File: config.mk
export PLATFORM = sky130hd
export DESIGN_NAME = ao_param_ctrl
export DESIGN_NICKNAME = d
export VERILOG_FILES = /design/src/hw/ao_param_pkg.sv /design/src/hw/ao_param_ctrl.sv
export SDC_FILE = /design/constraint.sdc
export NUM_CORES = 1
export LEC_CHECK = 0
export ABC_CLOCK_PERIOD_IN_PS = 3700
export BUFFER_PORTS_ARGS = -buffer_cell sky130_fd_sc_hd__buf_2
export CAP_MARGIN = 20
export CORE_MARGIN = 8
export CORE_UTILIZATION = 60
export CTS_CLUSTER_SIZE = 28
export DETAILED_ROUTE_END_ITERATION = 8
export GPL_ROUTABILITY_DRIVEN = 0
export MAX_ROUTING_LAYER = met4
export PLACE_DENSITY_LB_ADDON = 0.12
export SLEW_MARGIN = 40
export SYNTH_ARGS = -nofsm -noshare
export SYNTH_HDL_FRONTEND = slang
export SYNTH_SLANG_ARGS = --single-unit
File: constraint.sdc
create_clock -name clk -period 3.7 [get_ports clk]
set_input_delay 0.555 -clock clk [delete_from_list [all_inputs] [get_ports clk]]
set_output_delay 0.555 -clock clk [all_outputs]
set_load 0.01 [all_outputs]
File: src/hw/ao_param_pkg.sv
package ao_param_pkg;
  // ---------------------------------------------------------------
  // channel count and word layout
  // ---------------------------------------------------------------
  localparam int unsigned NUM_CH     = 4;
  localparam int unsigned WORD_W     = 16;
  localparam int unsigned SIGN_BIT   = 15;
  localparam int unsigned RES_12     = 12;
  // ---------------------------------------------------------------
  // parameter area byte offsets, set 0 and set 1
  // ---------------------------------------------------------------
  localparam logic [3:0] OFS_GROUP_DIAG   = 4'h0;
  localparam logic [3:0] OFS_RS0_RESERVED = 4'h1;
  localparam logic [3:0] OFS_IRQ_RELEASE  = 4'h0;
  localparam logic [3:0] OFS_STOP_REACT   = 4'h1;
  localparam logic [3:0] OFS_MODE_CH0     = 4'h2;
  localparam logic [3:0] OFS_SUBST_CH0    = 4'h6;
  localparam logic [3:0] RS1_LAST_BYTE    = 4'hD;
  localparam int unsigned IRQ_RELEASE_BIT = 6;
  // ---------------------------------------------------------------
  // reset values
  // ---------------------------------------------------------------
  localparam logic [7:0]  RST_BYTE   = 8'h00;
  localparam logic [7:0]  RST_MODE   = 8'h19;
  localparam logic [15:0] RST_SUBST  = 16'h0000;
  localparam logic [7:0]  MODE_OFF   = 8'h00;
  localparam logic [3:0]  DIAG_MASK  = 4'hF;
  // ---------------------------------------------------------------
  // mode nibble codes
  // ---------------------------------------------------------------
  localparam logic [3:0] TYPE_VOLT   = 4'h1;
  localparam logic [3:0] TYPE_CURR   = 4'h2;
  localparam logic [3:0] RNG_0_10V   = 4'h8;
  localparam logic [3:0] RNG_1_5V    = 4'h7;
  localparam logic [3:0] RNG_PM10V   = 4'h9;
  localparam logic [3:0] RNG_0_20MA  = 4'h2;
  localparam logic [3:0] RNG_4_20MA  = 4'h3;
  localparam logic [3:0] RNG_PM20MA  = 4'h4;
  // ---------------------------------------------------------------
  // scaling points and settling time
  // ---------------------------------------------------------------
  localparam logic signed [15:0] NOMINAL_END   = 16'sh6C00; // 27648
  localparam logic signed [15:0] OVER_END      = 16'sh7EFF; // 32511
  localparam logic signed [15:0] UNDER_ASYM    = 16'shE500; // -6912
  localparam logic signed [15:0] UNDER_SYM     = 16'sh8100; // -32512
  localparam int unsigned SETTLE_MS         = 10;
  localparam int unsigned CLK_MHZ           = 200;
  localparam int unsigned SETTLE_CYCLES     = SETTLE_MS * 1000 * CLK_MHZ;
endpackage

File: src/hw/ao_param_ctrl.sv
`timescale 1ns/1ps
// Notes on behaviour
// outputs may be wrong about 10ms after power or range change; settle flag
// output word is 16 bits, high byte first then low byte
// bit 15 of each output word is the sign, one means negative
// bits below the variant resolution are ignored
// unsupported parameter values are flagged wrong and raise an error
// parameter area is 16 bytes: set zero 2 bytes, set one 14 bytes
// controller never rewrites set zero at run time; this module takes set zero writes only while cpu_run is high
// set zero byte 0 bits 3..0 enable channel group diagnosis, rest reserved
// set one byte 0 bit 6 releases the diagnostic interrupt
// set one byte 1 bits 3..0 pick each channel's stop reaction
// set one bytes 2..5 hold channel modes, type high nibble, range low
// mode byte 00h deactivates that channel
// set one bytes 6..13 hold substitute values, default 0000h
// controller uses E500h for zero output in asymmetric ranges
// parameters sent at CPU RUN are taken and applied then
// set one may be rewritten during operation and is applied
// type 0001b voltage: ranges 1000b, 0111b, 1001b
// type 0010b current: ranges 0010b, 0011b, 0100b
// 27648 nominal end, 32511 overdrive end, -6912 asymmetric underdrive end
// stop bit clear gives substitute value, set holds last value
// reserved bits ignored on write, read as zero
module ao_param_ctrl #(
  parameter int unsigned RES_BITS      = ao_param_pkg::RES_12,
  parameter bit          ALLOW_VOLT    = 1'b1,
  parameter bit          ALLOW_CURR    = 1'b1,
  parameter logic [7:0]  MODE_DEFAULT  = ao_param_pkg::RST_MODE,
  parameter int unsigned SETTLE_CYCLES = ao_param_pkg::SETTLE_CYCLES
) (
  input  wire logic        clk,
  input  wire logic        rst,
  input  wire logic        cpu_run,       // controller in RUN, same clock
  input  wire logic        out_wr,        // output byte strobe
  input  wire logic [2:0]  out_addr,      // channel*2 + byte (0 high, 1 low)
  input  wire logic [7:0]  out_data,
  input  wire logic        prm_wr,        // parameter byte strobe
  input  wire logic        prm_set,       // record set select
  input  wire logic [3:0]  prm_addr,
  input  wire logic [7:0]  prm_data,
  input  wire logic        prm_rd,
  output logic      [7:0]  prm_rdata,
  output logic      [63:0] dac_word,      // four 16-bit words, ch0 in low bits
  output logic      [3:0]  ch_active,
  output logic      [3:0]  ch_is_current,
  output logic      [3:0]  ch_asym,
  output logic             wrong_param,
  output logic      [3:0]  group_diag_en,
  output logic             diag_irq_en,
  output logic             settling
);
  localparam int unsigned N = ao_param_pkg::NUM_CH;
  localparam logic [15:0] LSB_MASK = 16'hFFFF << (ao_param_pkg::SIGN_BIT - RES_BITS);

  // ---------------------------------------------------------------
  // parameter storage
  // ---------------------------------------------------------------
  logic [7:0]  group_diag_enable;
  logic [7:0]  diag_irq_release;
  logic [7:0]  stop_reaction_select;
  logic [7:0]  mode_ch   [N];
  logic [15:0] subst_ch  [N];
  logic [15:0] out_word  [N];
  logic [7:0]  out_hi    [N];
  logic [N-1:0] range_chg;
  logic        wrong_hit;
  logic [31:0] settle_cnt;

  // legality of one mode byte against the variant
  function automatic logic mode_ok(input logic [7:0] m);
    logic ok;
    ok = 1'b0;
    if (m == ao_param_pkg::MODE_OFF) ok = 1'b1;
    else if (m[7:4] == ao_param_pkg::TYPE_VOLT)
      ok = ALLOW_VOLT && (m[3:0] == ao_param_pkg::RNG_0_10V ||
           m[3:0] == ao_param_pkg::RNG_1_5V || m[3:0] == ao_param_pkg::RNG_PM10V);
    else if (m[7:4] == ao_param_pkg::TYPE_CURR)
      ok = ALLOW_CURR && (m[3:0] == ao_param_pkg::RNG_0_20MA ||
           m[3:0] == ao_param_pkg::RNG_4_20MA || m[3:0] == ao_param_pkg::RNG_PM20MA);
    return ok;
  endfunction

  // set zero: written only while cpu_run is high, reserved bits dropped
  always_ff @(posedge clk)
  begin
    if (rst)
      group_diag_enable <= ao_param_pkg::RST_BYTE;
    else if (prm_wr && !prm_set && cpu_run && prm_addr == ao_param_pkg::OFS_GROUP_DIAG)
      group_diag_enable <= {4'h0, prm_data[3:0]};
  end

  // set one flag bytes
  always_ff @(posedge clk)
  begin
    if (rst)
    begin
      diag_irq_release     <= ao_param_pkg::RST_BYTE;
      stop_reaction_select <= ao_param_pkg::RST_BYTE;
    end
    else if (prm_wr && prm_set)
    begin
      if (prm_addr == ao_param_pkg::OFS_IRQ_RELEASE)
        diag_irq_release <= {1'b0, prm_data[ao_param_pkg::IRQ_RELEASE_BIT], 6'h00};
      if (prm_addr == ao_param_pkg::OFS_STOP_REACT)
        stop_reaction_select <= {4'h0, prm_data[3:0]};
    end
  end

  // wrong parameter flag: sticky until reset, so a refused byte is never missed
  always_ff @(posedge clk)
  begin
    if (rst)
      wrong_param <= 1'b0;
    else if (wrong_hit)
      wrong_param <= 1'b1;
  end

  always_comb
  begin
    wrong_hit = 1'b0;
    if (prm_wr && prm_set && prm_addr >= ao_param_pkg::OFS_MODE_CH0 &&
        prm_addr < ao_param_pkg::OFS_SUBST_CH0 && !mode_ok(prm_data))
      wrong_hit = 1'b1;
  end

  // ---------------------------------------------------------------
  // per-channel mode, substitute and output words
  // ---------------------------------------------------------------
  genvar c;
  generate
    for (c = 0; c < N; c++)
    begin : g_ch
      localparam logic [3:0] MADR = ao_param_pkg::OFS_MODE_CH0 + 4'(c);
      localparam logic [3:0] SADR = ao_param_pkg::OFS_SUBST_CH0 + 4'(2 * c);
      localparam logic [2:0] OADR = 3'(2 * c);

      // mode byte; unsupported values are refused and the old mode kept
      always_ff @(posedge clk)
      begin
        if (rst)
          mode_ch[c] <= MODE_DEFAULT;
        else if (prm_wr && prm_set && prm_addr == MADR && mode_ok(prm_data))
          mode_ch[c] <= prm_data;
      end

      // range change marker for the settle timer
      assign range_chg[c] = prm_wr && prm_set && prm_addr == MADR &&
                            mode_ok(prm_data) && prm_data != mode_ch[c];

      // substitute value, high byte first
      always_ff @(posedge clk)
      begin
        if (rst)
          subst_ch[c] <= ao_param_pkg::RST_SUBST;
        else if (prm_wr && prm_set && prm_addr == SADR)
          subst_ch[c][15:8] <= prm_data;
        else if (prm_wr && prm_set && prm_addr == SADR + 4'h1)
          subst_ch[c][7:0] <= prm_data;
      end

      // output word: high byte held until low byte commits the word
      always_ff @(posedge clk)
      begin
        if (rst)
        begin
          out_hi[c]   <= ao_param_pkg::RST_BYTE;
          out_word[c] <= ao_param_pkg::RST_SUBST;
        end
        else if (out_wr && out_addr == OADR)
          out_hi[c] <= out_data;
        else if (out_wr && out_addr == OADR + 3'h1)
          out_word[c] <= {out_hi[c], out_data};
      end

      // value driven to converter; stop reaction applies outside RUN
      always_ff @(posedge clk)
      begin
        if (rst)
          dac_word[16*c +: 16] <= ao_param_pkg::RST_SUBST;
        else if (mode_ch[c] == ao_param_pkg::MODE_OFF)
          dac_word[16*c +: 16] <= ao_param_pkg::RST_SUBST;
        else if (cpu_run)
          dac_word[16*c +: 16] <= out_word[c] & LSB_MASK;
        else if (!stop_reaction_select[c])
          dac_word[16*c +: 16] <= subst_ch[c] & LSB_MASK;
      end

      // channel status derived from mode
      always_ff @(posedge clk)
      begin
        if (rst)
        begin
          ch_active[c]     <= 1'b0;
          ch_is_current[c] <= 1'b0;
          ch_asym[c]       <= 1'b0;
        end
        else
        begin
          ch_active[c]     <= mode_ch[c] != ao_param_pkg::MODE_OFF;
          ch_is_current[c] <= mode_ch[c][7:4] == ao_param_pkg::TYPE_CURR;
          ch_asym[c]       <= mode_ch[c][3:0] == ao_param_pkg::RNG_1_5V ||
                              mode_ch[c][3:0] == ao_param_pkg::RNG_4_20MA;
        end
      end
    end
  endgenerate

  // ---------------------------------------------------------------
  // readback, diag outputs
  // ---------------------------------------------------------------
  always_ff @(posedge clk)
  begin
    if (rst)
      prm_rdata <= ao_param_pkg::RST_BYTE;
    else if (prm_rd)
    begin
      prm_rdata <= ao_param_pkg::RST_BYTE;
      if (!prm_set)
      begin
        if (prm_addr == ao_param_pkg::OFS_GROUP_DIAG)
          prm_rdata <= group_diag_enable;
      end
      else if (prm_addr == ao_param_pkg::OFS_IRQ_RELEASE)
        prm_rdata <= diag_irq_release;
      else if (prm_addr == ao_param_pkg::OFS_STOP_REACT)
        prm_rdata <= stop_reaction_select;
      else if (prm_addr < ao_param_pkg::OFS_SUBST_CH0)
        prm_rdata <= mode_ch[2'(prm_addr - ao_param_pkg::OFS_MODE_CH0)];
      else if (prm_addr <= ao_param_pkg::RS1_LAST_BYTE)
        prm_rdata <= prm_addr[0] ? subst_ch[2'((prm_addr - 4'h6) >> 1)][7:0]
                                 : subst_ch[2'((prm_addr - 4'h6) >> 1)][15:8];
    end
  end

  always_ff @(posedge clk)
  begin
    if (rst)
    begin
      group_diag_en <= 4'h0;
      diag_irq_en   <= 1'b0;
    end
    else
    begin
      group_diag_en <= group_diag_enable[3:0] & ao_param_pkg::DIAG_MASK;
      diag_irq_en   <= diag_irq_release[ao_param_pkg::IRQ_RELEASE_BIT];
    end
  end

  // ---------------------------------------------------------------
  // settle window after reset or range change
  // ---------------------------------------------------------------
  always_ff @(posedge clk)
  begin
    if (rst)
    begin
      settle_cnt <= 32'h0;
      settling   <= 1'b1;
    end
    else if (|range_chg)
    begin
      settle_cnt <= 32'h0;
      settling   <= 1'b1;
    end
    else if (settling)
    begin
      settle_cnt <= settle_cnt + 32'h1;
      if (settle_cnt == 32'(SETTLE_CYCLES - 1))
        settling <= 1'b0;
    end
  end

  // ---------------------------------------------------------------
  // checks
  // ---------------------------------------------------------------
  // channel 3 is the one that gets switched off
  a_deact_zero: assert property (@(posedge clk) disable iff (rst)
    mode_ch[3] == ao_param_pkg::MODE_OFF |=> dac_word[63:48] == 16'h0000)
    else $error("deactivated channel not zero");
  a_sign_kept: assert property (@(posedge clk) disable iff (rst)
    cpu_run && mode_ch[0] != 8'h00 |=> dac_word[15] == $past(out_word[0][15]))
    else $error("sign bit not passed");
  a_lsb_clear: assert property (@(posedge clk) disable iff (rst)
    (dac_word[15:0] & ~LSB_MASK) == 16'h0000)
    else $error("ignored bits not cleared");
  a_word_pair: assert property (@(posedge clk) disable iff (rst)
    out_wr && out_addr == 3'h0 ##1 out_wr && out_addr == 3'h1 |=>
    out_word[0] == {$past(out_data, 2), $past(out_data)})
    else $error("word pairing wrong");
  a_wrong_flag: assert property (@(posedge clk) disable iff (rst)
    wrong_hit |=> wrong_param)
    else $error("wrong parameter not flagged");
  a_stop_subst: assert property (@(posedge clk) disable iff (rst)
    !cpu_run && !stop_reaction_select[0] && mode_ch[0] != 8'h00 |=>
    dac_word[15:0] == ($past(subst_ch[0]) & LSB_MASK))
    else $error("stop substitute not applied");
  // channel 1 is the one that holds its value at stop
  a_stop_hold: assert property (@(posedge clk) disable iff (rst)
    !cpu_run && stop_reaction_select[1] && mode_ch[1] != 8'h00 |=>
    $stable(dac_word[31:16]))
    else $error("stop hold broken");
  a_irq_bit: assert property (@(posedge clk) disable iff (rst)
    prm_wr && prm_set && prm_addr == 4'h0 |=> ##1 diag_irq_en == $past(prm_data[6], 2))
    else $error("irq release not taken");
  a_rsvd_zero: assert property (@(posedge clk) disable iff (rst)
    group_diag_enable[7:4] == 4'h0 && stop_reaction_select[7:4] == 4'h0)
    else $error("reserved bits set");
  a_settle_set: assert property (@(posedge clk) disable iff (rst)
    |range_chg |=> settling)
    else $error("settle not restarted");
endmodule

==> results of run 1 <==
==> worst reg2reg max path: stages (launching register included) <==
cell      delay (ns)
edfxtp_1        0.44
xor2_1          0.17
nor4_1          0.47
a41o_1          0.29
a211oi_4        0.08
buf_4           0.27
or4b_1          0.50
==> kinds of logic (layout without fill, tap and decap cells) <==
group	count (synthesis)	count (layout)	synth area share
AND/OR/NAND/NOR	503	503	0.2033
flip-flops	300	300	0.5744
AO/OA/AOI/OAI	139	139	0.06407
buffers and inverters	112	214	0.03719
multiplexers	80	80	0.07834
XOR/XNOR	63	63	0.04060
adder cells (fa/ha/maj)	2	2	0.001841
other	1	20	0.0002759
==> cell usage after synthesis (10+ instances only) <==
library cell	number
nand2_1	46
dfxtp_1	120
mux4_2	21
edfxtp_1	180
buf_2	23
nand3_1	10
xnor2_1	15
clkbuf_1	53
nor2_1	140
buf_4	13
a21oi_1	70
nor3_1	24
nand4_1	15
xor2_1	48
mux2i_1	58
o21ai_0	33
inv_1	13
nor4_1	47
and3_1	13
nand2b_1	20
and2_1	145
==> placed cells by master, fill, tap and decap left out, types with 17 or more instances in the layout <==
cell type and n:
a21oi_1 70, and2_1 145, buf_2 108, buf_4 35, clkbuf_1 17, clkbuf_16 32
conb_1 20, dfxtp_1 117, edfxtp_1 180, mux2i_1 58, mux4_2 21, nand2_1 46
nand2b_1 20, nor2_1 139, nor3_1 24, nor4_1 47, o21ai_0 27, xor2_1 48
==> power groups by stage <==
stage               sequential (uW)  combinational [uW]  clock, uW
global placement               3880                 567          0
detailed placement             3890                 576          0
finish                         3820                 584       2910
CTS                            3820                 579       2960
global route                   3830                 634       3070
floorplan                      3850                 371          0
==> per-layer routing <==
layer	up-vias	wire length [um]
met1	4642	14770
met2	459	15850
met5	-	0
met3	63	3173
li1	4439	-
met4	0	839
==> path summary, 6_finish.rpt <==
kind	to	slack, ns	depth (start not counted)
max	settling	1.34	7
min	prm_rdata[0]	0.37	2
max reg2reg	settling	1.35	6
min reg2reg	prm_rdata[4]	0.45	2
==> state kept, by name (all words and copies together), names as in the netlist, 4 cells and up <==
signal                flops
ch_active                 4
ch_asym                   4
ch_is_current             4
dac_word                 52
group_diag_en             4
group_diag_enable         4
mode_ch                  32
out_hi                   32
out_word                 52
prm_rdata                 8
settle_cnt               32
stop_reaction_select      4
subst_ch                 64
==> through the flow <==
stage | utilization | hold slack, ns
after floorplan | - | 0.4474
after global routing | 0.6832 | 0.3663
after detailed placement | 0.6410 | 0.4406
final | 0.6832 | 0.3671
after global placement | 0.6409 | 0.4394
after CTS | 0.6830 | 0.3399
==> area by class of cell <==
class | count | area [um2]
clock buffers | 53 | 919.6
clock inverters | 4 | 23.77
fillers | 1693 | 7107
inverters | 14 | 52.55
multi-input cells | 807 | 5360
flip-flops and latches | 300 | 7811
well taps | 285 | 356.6
repair buffers | 143 | 803.3
==> impl_summary.txt, run 1 <==
----------------------------------------------------
[Drt]
  Routed Antenna Nets ... 0
  Remaining routing DRC violations ... 0
  Iteration count of the initial detailed-routing pass ... 5
  Routed wire length ... 34630 um
  Average wire per cell in the routed design ... 21.56 um
  Via count ... 9603
  Number of design-rule violations left by the first detailed-router iteration ... 988
  Via-per-instance ratio ... 5.979

[Clock tree]
  Clock edge transition at the registers on the reported setup and hold paths ... 0.06 ns
  Root buffer cell ... clkbuf_16
  Max H-tree Level ... 1
  Gates resized, CTS repair ... 0
  Clock Latency Late Sink ... 0.55 ns
  Clock net sink count ... 300
  Cts bufs inserted ... 31
  Cts hold-fix bufs ... 0
  Maximum number of buffers from clock root to sink ... 3
  CTS tree ... done
  Post CTS Setup Buffer Count ... 0

[Global routing]
  Global-route met3 utilization ... 0.04941
  First-pass GRT wire length ... 53540 um
  Grt total ovfl ... 0
  Number of global-route vias before repair ... 9222
  Largest net degree at the start of global routing ... 54
  GR Util All Layers ... 0.2497
  Busiest layer in global routing ... met2
  Met1 track demand over resource in global routing ... 0.3395
  Antenna violations before repair ... 0
  GRT met2 Usage ... 0.3795

[Critical path]
  Count of buffering cells on the critical path with inverters included ... 2
  Top Family by Delay on Critical Path ... simple AND/OR/NAND/NOR gates
  Critical path peak fanout ... 33
  Slowest Stage Delay on Critical Path ... 0.49 ns
  Setup crit start ... prm_data[1]
  Kind of end point of the critical path ... flip-flop
  Kind of start point of the critical path ... primary input
  CP arrival ... 2.78 ns
  Type of the setup path with the least slack ... primary input to flip-flop
  Critical path, cell by cell ... buf_2, xor2_1, nor4_1, a41o_1, a211oi_4, buf_4, or4b_1
  Critical Path RT ... 4.12 ns
  FF-to-FF Start ... mode_ch[2][1]
  Max stage delay cell, worst path ... or4b_1

[Timing]
  Count of pins over their slew limit ... 0
  Count of final hold-check violations ... 0
  Final setup margin ... 1.341 ns
  Final min period ... 2.359 ns
  Clk_skew ... 0.01889 ns
  RSZ-0062 raised after global routing ... false
  Actual transition at the worst max-transition pin ... 0.7941 ns
  Normalized max-slew margin ... 0.4686
  Max Clock Freq ... 0.4240 GHz
  # setup viols final ... 0
  Post-route setup TNS ... 0 ns
  Final clock period utilization by the worst path ... 0.6374

[Final layout]
  Antenna cell count ... 0
  Synth-to-Final Area Change ... 12.77%
  Post-route design area ... 15330 um2
  Count of placed standard cells in the final layout, fillers left out ... 1606
  Share of final-layout standard cells stronger than drive strength 1 ... 0.1726
  Layout Nets ... 1329

[Power]
  Share of total power in combinational logic ... 0.080
  PD cells ... 477.2 nW/um2
  Total power consumption of the routed design ... 7314 uW
  Power share of the sequential group ... 0.522
  Net switching share of the total power ... 0.2347
  Internal power contribution ... 5598 uW
  Clock network fraction of total power ... 0.398
  Largest vdd supply drop ... 0.0003747 V
  Net switching component of the power ... 1717 uW
  Standby leakage power ... 0.005713 uW

[Hold path]
  Worst hold-check path type ... primary input to flip-flop
  Startpoint of the most critical hold path ... prm_rd

[Placement]
  Port Buf Inserts ... 108
  Inst Count DP ... 1549
  Placed standard-cell area ... 14380 um2
  HPWL Detailed ... 24030 um
  Post-place setup slack ... 0.9098 ns

[Floorplan]
  Die Area ... 27730 um2
  Io pins ... 121
  Width of the die ... 166.5 um
  Row Count ... 55
  Core outline area ... 22430 um2
  Effective utilization at floorplan ... 0.6059
  Die H ... 166.5 um

[Synthesis]
  Top post-synthesis cells by area ... edfxtp_1 40%, dfxtp_1 18%, and2_1 6.7%
  Proportion of synthesized chip area in sequential cells ... 0.5744
  Number of synthesized flops with an enable pin ... 180
  Largest area contributor in the netlist ... edfxtp_1
  Most used flip-flop cell after synthesis ... edfxtp_1
  Flip-flop and latch count after synthesis ... 300
  Avg Cell Area, Syn ... 11.33 um2
  Post-Syn Area ... 13590 um2
  Count of cell types in the netlist ... 66
  Share of flip-flops with an asynchronous set or reset ... 0
  Warnings, synthesis ... 0
  Yosys top cell area share ... 0.3977
  Cell count after synthesis ... 1200

[Run]
  MaxCap Viol Count ... 0

[Status]
  Run status ... completed

----------------------------------------------------
No activity file was read; power rests on OpenSTA's default activity.
==> run 2: changes to the inputs <==
- ABC_CLOCK_PERIOD_IN_PS: 3700 -> 1900
- CORE_UTILIZATION: 60 -> 54
- clock period: 3.7 -> 1.9 ns (I/O delays scaled with it)
==> impl_summary.txt, run 2 (synthesis gave the netlist of run 1 again) <==
----------------------------------------------------
[Clock tree]
  Clock net sink count ... 300 (unchanged)
  Clock Latency Late Sink ... 0.58 ns (+0.03 ns)
  Cts bufs inserted ... 30 (-3.2%)
  CTS tree ... done
  Max H-tree Level ... 1 (unchanged)
  Clock edge transition at the registers on the reported setup and hold paths ... 0.06 ns (about the same)
  Maximum number of buffers from clock root to sink ... 3 (unchanged)
  Root buffer cell ... clkbuf_16

[Floorplan]
  Die H ... 174.7 um (+4.9%)
  Row Count ... 58 (+5.5%)
  Io pins ... 121 (unchanged)
  Core outline area ... 24960 um2 (+11%)
  Width of the die ... 174.7 um (+4.9%)
  Die Area ... 30500 um2 (+10%)
  Effective utilization at floorplan ... 0.5445 (-0.06140)

[Critical path]
  Kind of start point of the critical path ... flip-flop
  Critical path peak fanout ... 3 (-91%)
  Critical Path RT ... 2.34 ns (-1.78 ns)
  CP arrival ... 2.36 ns (-0.42 ns)
  Max stage delay cell, worst path ... or4b_1
  Crit Reg-Reg Endpoint ... settling
  Slowest Stage Delay on Critical Path ... 0.50 ns (about the same)
  Count of buffering cells on the critical path with inverters included ... 0 (-2)
  Number of cells traversed by the worst register-to-register path ... 5 (-1)
  Kind of end point of the critical path ... flip-flop
  Top Family by Delay on Critical Path ... simple AND/OR/NAND/NOR gates
  Type of the setup path with the least slack ... flip-flop to flip-flop
  FF-to-FF Start ... mode_ch[2][6]
  Logic depth of the worst path, buffers included ... 5 (-2)
  R2R setup slack ... -0.02 ns (-1.37 ns)
  Critical path, cell by cell ... xor2_1, nor4_2, a41o_1, a211oi_4, or4b_1

[Hold path]
  Worst hold-check path type ... primary input to flip-flop
  Startpoint of the most critical hold path ... prm_rd
  Worst-case hold path end point ... prm_rdata[1]
  Worst hold stages ... 2 (unchanged)

[Timing]
  Max Clock Freq ... 0.5214 GHz
  Clk_skew ... 0.01633 ns (-0.002555 ns)
  RSZ-0062 raised after global routing ... true
  Actual transition at the worst max-transition pin ... 0.7967 ns (+0.002521 ns)
  Count of final hold-check violations ... 0 (unchanged)
  Count of pins over their slew limit ... 0 (unchanged)
  # setup viols final ... 1 (+1)
  Final clock period utilization by the worst path ... 1.009
  Normalized max-slew margin ... 0.4653 (-0.003288)
  Final setup margin ... -0.01795 ns (-1.359 ns)
  Final min period ... 1.918 ns

[Power]
  Internal power contribution ... 11700 uW (+110%)
  Net switching component of the power ... 3545 uW (+110%)
  Largest vdd supply drop ... 0.0006428 V (+72%)
  Total power consumption of the routed design ... 15240 uW (+110%)
  Standby leakage power ... 0.006330 uW (+11%)
  Clock network fraction of total power ... 0.425 (+0.027)
  Share of total power in combinational logic ... 0.087 (+0.007)
  PD cells ... 919.1 nW/um2 (+93%)
  Power share of the sequential group ... 0.488 (-0.034)
  Net switching share of the total power ... 0.2326 (-0.002076)

[Status]
  Run status ... complete, but fails checks
  Failing checks ... negative setup slack

[Final layout]
  Count of placed standard cells in the final layout, fillers left out ... 1751 (+9.0%)
  Share of final-layout standard cells stronger than drive strength 1 ... 0.2549 (+0.08233)
  Number of flip-flops in the largest register ... 64 (unchanged)
  Synth-to-Final Area Change ... 22.00%
  Register ranked first by flip-flop count ... subst_ch
  Layout Nets ... 1428 (+7.4%)
  Biggest regs ... subst_ch x64, dac_word x52, out_word x52
  Commonest cells after routing, fill and taps aside ... 180 x edfxtp_1, 145 x and2_1, 140 x nor2_1, 128 x buf_4, 116 x dfxtp_1
  Most common library cell in the layout ignoring fill and taps ... edfxtp_1

[Drt]
  Remaining routing DRC violations ... 0 (unchanged)
  Average wire per cell in the routed design ... 21.18 um (-1.8%)
  Routed Antenna Nets ... 0 (unchanged)
  Number of design-rule violations left by the first detailed-router iteration ... 1084 (+9.7%)
  Iteration count of the initial detailed-routing pass ... 5 (unchanged)
  Via count ... 10000 (+4.2%)
  Via-per-instance ratio ... 5.712 (-4.5%)
  Routed wire length ... 37090 um (+7.1%)

[Global routing]
  Grt total ovfl ... 0 (unchanged)
  GR Util All Layers ... 0.2421 (-0.007630)
  Antenna violations before repair ... 0 (unchanged)
  Largest net degree at the start of global routing ... 99 (+83%)
  First-pass GRT wire length ... 56310 um (+5.2%)
  Number of global-route vias before repair ... 9570 (+3.8%)

[Run]
  MaxCap Viol Count ... 0 (unchanged)

[Placement]
  HPWL Detailed ... 26690 um (+11%)
  Port Buf Inserts ... 108 (unchanged)
  Inst Count DP ... 1683 (+8.7%)

----------------------------------------------------
==> run 2: cell count changes in the layout (fill, tap and decap cells not counted), moves of 6 or more <==
cell       before  now
nor4_2          4   16
nor4_1         47   33
o21ai_0        27   20
clkbuf_1       17    2
clkinv_2        1    7
buf_4          35  128
bufinv_16       0    7
==> run 2: worst max-delay path by stage <==
stage,endpoint,start
2_1_floorplan,subst_ch[3][10],prm_addr[0]
3_3_place_gp,prm_rdata[0],prm_addr[1]
3_5_place_dp,settle_cnt[11],prm_data[4]
4_1_cts,settle_cnt[26],settle_cnt[0]
5_1_grt,settle_cnt[12],mode_ch[0][2]
6_report,settling,mode_ch[2][6]
==> run 2: cell type report <==
class	instances	area (um2)
fillers	1906	8382
inverters	14	55.05
clock inverters	22	312.8
repair buffers	243	1628
well taps	330	412.9
diodes	1	2.502
clock buffers	34	785.8
multi-input cells	807	5570
flip-flops and latches	300	7815
==> run 2: metrics by stage <==
| stage | hold WS, ns | cell area (um2) | TNS, ns | util | setup WS (ns) |
|---|---|---|---|---|---|
| floorplan | 0.4474 | 13790 | -4.300 | - | -0.1167 |
| global placement | 0.4383 | 15260 | -8.735 | 0.6113 | -0.1570 |
| detailed placement | 0.4438 | 15260 | -14.06 | 0.6113 | -0.2178 |
| CTS | 0.06280 | 16360 | 0 | 0.6554 | 0.007538 |
| global route | 0.07614 | 16580 | -0.8095 | 0.6641 | -0.07705 |
| finish | 0.08806 | 16580 | -0.01795 | 0.6642 | -0.01795 |
==> run 2: power groups by stage <==
stage               Clock, uW  Sequential (uW)  Combinational, uW
finish                   6470             7440               1330
global route             6830             7450               1440
CTS                      6570             7430               1290
detailed placement          0             7570               1290
global placement            0             7570               1270
floorplan                   0             7500                747
==> run 2: timing repair <==
action / CTS / global route
endpoints found under the hold margin: 0 / 0
setup endpoints to repair: 1 / 33
pin swaps: 0 / 10
buffers inserted: 0 / 12
gates resized for setup: 1 / 23
cloned: 0 / 0
hold buffers: 0 / 0
==> run 2: per-layer routing <==
layer | vias to the layer above | GRT usage | routed length [um] | share of wire
li1 | 4639 | - | - | -
met1 | 4864 | 0.3346 | 15870 | 0.43
met2 | 440 | 0.3679 | 17130 | 0.46
met3 | 59 | 0.04533 | 3437 | 0.093
met4 | 0 | 0.05440 | 658 | 0.018
met5 | - | - | 0 | 0
==> run 2: worst register-to-register path, stage by stage (launching register included) <==
cell and delay, ns:
edfxtp_1 0.42, xor2_1 0.17, nor4_2 0.32, a41o_1 0.28
a211oi_4 0.11, or4b_1 0.50
==> run 3: changes to the inputs <==
- SKIP_CTS_REPAIR_TIMING: not set -> 1
==> impl_summary.txt, run 3 (synthesis gave the netlist of run 1 again) <==
----------------------------------------------------
[Critical path]
  Critical path, cell by cell ... xor2_1, nor2_1, a41o_1, a211oi_4, buf_6, nor4_1
  Kind of start point of the critical path ... flip-flop
  Type of the setup path with the least slack ... flip-flop to flip-flop
  Setup crit start ... mode_ch[0][4]
  R2R setup slack ... 0.006 ns (+0.02 ns)
  Max stage delay cell, worst path ... edfxtp_1
  Critical path peak fanout ... 13 (+10)
  Kind of end point of the critical path ... flip-flop
  Crit Reg-Reg Endpoint ... settle_cnt[12]
  Critical Path RT ... 2.33 ns (about the same)
  FF-to-FF Start ... mode_ch[0][4]
  Slowest Stage Delay on Critical Path ... 0.47 ns (-0.03 ns)
  Number of cells traversed by the worst register-to-register path ... 6 (+1)
  CP arrival ... 2.32 ns (-0.04 ns)

[Drt]
  Number of design-rule violations left by the first detailed-router iteration ... 1111 (+2.5%)
  Via-per-instance ratio ... 5.697 (-0.27%)
  Iteration count of the initial detailed-routing pass ... 6 (+1)
  Remaining routing DRC violations ... 0 (unchanged)
  Routed Antenna Nets ... 0 (unchanged)
  Via count ... 9947 (-0.55%)
  Average wire per cell in the routed design ... 21.17 um (about the same)
  Routed wire length ... 36960 um (-0.37%)

[Final layout]
  Biggest regs ... subst_ch x64, dac_word x52, out_word x52
  Share of final-layout standard cells stronger than drive strength 1 ... 0.2458 (-0.009167)
  Filler Cell Count ... 1933 (+1.4%)
  Layout Nets ... 1424 (-0.28%)
  Number of flip-flops in the largest register ... 64 (unchanged)
  Antenna cell count ... 0 (-1)
  Post-route design area ... 16480 um2 (-0.63%)
  Most common library cell in the layout ignoring fill and taps ... edfxtp_1
  Synth-to-Final Area Change ... 21.23%
  Count of placed standard cells in the final layout, fillers left out ... 1746 (-0.29%)
  Register ranked first by flip-flop count ... subst_ch
  Commonest cells after routing, fill and taps aside ... 180 x edfxtp_1, 145 x and2_1, 140 x nor2_1, 121 x buf_4, 116 x dfxtp_1

[Timing]
  Clk_skew ... 0.01799 ns (+0.001657 ns)
  Max Clock Freq ... 0.5279 GHz (+1.2%)
  Normalized max-slew margin ... 0.4660 (+0.0006950)
  # setup viols final ... 0 (-1)
  Count of pins over their slew limit ... 0 (unchanged)
  Post-route setup TNS ... 0 ns (+0.01795 ns)
  Actual transition at the worst max-transition pin ... 0.7956 ns (-0.001035 ns)
  Count of final hold-check violations ... 0 (unchanged)
  RSZ-0062 raised after global routing ... true
  Final min period ... 1.894 ns (-0.02364 ns)
  Final clock period utilization by the worst path ... 0.9970 (-0.01244)
  Final setup margin ... 0.005687 ns (+0.02364 ns)

[Floorplan]
  Effective utilization at floorplan ... 0.5445 (unchanged)
  Core outline area ... 24960 um2 (unchanged)
  Io pins ... 121 (unchanged)
  Die Area ... 30500 um2 (unchanged)
  Width of the die ... 174.7 um (unchanged)
  Die H ... 174.7 um (unchanged)
  Row Count ... 58 (unchanged)

[Run]
  MaxCap Viol Count ... 0 (unchanged)

[Placement]
  Inst Count DP ... 1683 (unchanged)
  Port Buf Inserts ... 108 (unchanged)
  HPWL Detailed ... 26690 um (unchanged)
  Post-place setup slack ... -0.2178 ns (unchanged)
  Placed standard-cell area ... 15260 um2 (unchanged)

[Clock tree]
  Cts bufs inserted ... 30 (unchanged)
  Max H-tree Level ... 1 (unchanged)
  Clock edge transition at the registers on the reported setup and hold paths ... 0.06 ns (about the same)
  Clock net sink count ... 300 (unchanged)
  Maximum number of buffers from clock root to sink ... 3 (unchanged)
  Clock Latency Late Sink ... 0.58 ns (about the same)
  CTS tree ... done
  Root buffer cell ... clkbuf_16

[Hold path]
  Startpoint of the most critical hold path ... prm_rd
  Worst-case hold path end point ... prm_rdata[1]
  Worst hold stages ... 2 (unchanged)
  Worst hold-check path type ... primary input to flip-flop

[Global routing]
  Number of global-route vias before repair ... 9572 (+0.021%)
  Grt total ovfl ... 0 (unchanged)
  Largest net degree at the start of global routing ... 99 (unchanged)
  GR Util All Layers ... 0.2421 (unchanged)
  Antenna violations before repair ... 0 (unchanged)
  First-pass GRT wire length ... 56310 um (unchanged)

[Status]
  Run status ... completed

[Power]
  Largest vdd supply drop ... 0.0006414 V (-0.22%)
  PD cells ... 924.1 nW/um2 (+0.55%)
  Standby leakage power ... 0.006306 uW (-0.38%)

----------------------------------------------------
## run 3: stage by stage
step / util / total power, uW / hold slack [ns]
2_1_floorplan: - / 8246 / 0.4474
5_1_grt: 0.6600 / 15710 / 0.07614
4_1_cts: 0.6553 / 15300 / 0.06280
3_5_place_dp: 0.6113 / 8856 / 0.4438
6_report: 0.6600 / 15230 / 0.09045
3_3_place_gp: 0.6113 / 8833 / 0.4383
## run 3: critical path: cells and delay by family, from the launching register on
kind | cells | cell delay, ns
simple gates | 2 | 0.14
flops | 1 | 0.47
buf+inv | 1 | 0.22
compound gates | 2 | 0.70
xor+xnor | 1 | 0.22
## run 3: layer usage
metal / global-route usage / routed length [um]
met5: - / 0
met4: 0.05440 / 625
met3: 0.04533 / 3518
met2: 0.3679 / 16980
met1: 0.3346 / 15830
## run 3: final cells by class
type	instances	area, um2	share of cell area
Inverter	14	55.05	0.003341
Timing Repair Buffer	239	1605	0.09743
Sequential cell	300	7815	0.4743
Clock buffer	34	785.8	0.04769
Clock inverter	22	312.8	0.01898
Tap cell	330	412.9	0.02506
Multi-Input combinational cell	807	5490	0.3332
## run 3: where the power goes
| group | leakage (uW) | switching [uW] | internal [uW] |
|---|---|---|---|
| Sequential | 0.00275 | 229 | 7210 |
| Combinational | 0.00302 | 766 | 552 |
| Clock | 0.000531 | 2540 | 3930 |
| Total | 0.00631 | 3540 | 11700 |
## run 3: worst max-delay path by stage
stage / end / slack (ns) / depth (start not counted)
floorplan: subst_ch[3][10] / -0.12 / 5
global placement: prm_rdata[0] / -0.16 / 7
detailed placement: settle_cnt[11] / -0.22 / 8
CTS: settle_cnt[26] / -0.005 / 6
global route: settling / -0.06 / 5
finish: settle_cnt[12] / 0.006 / 6
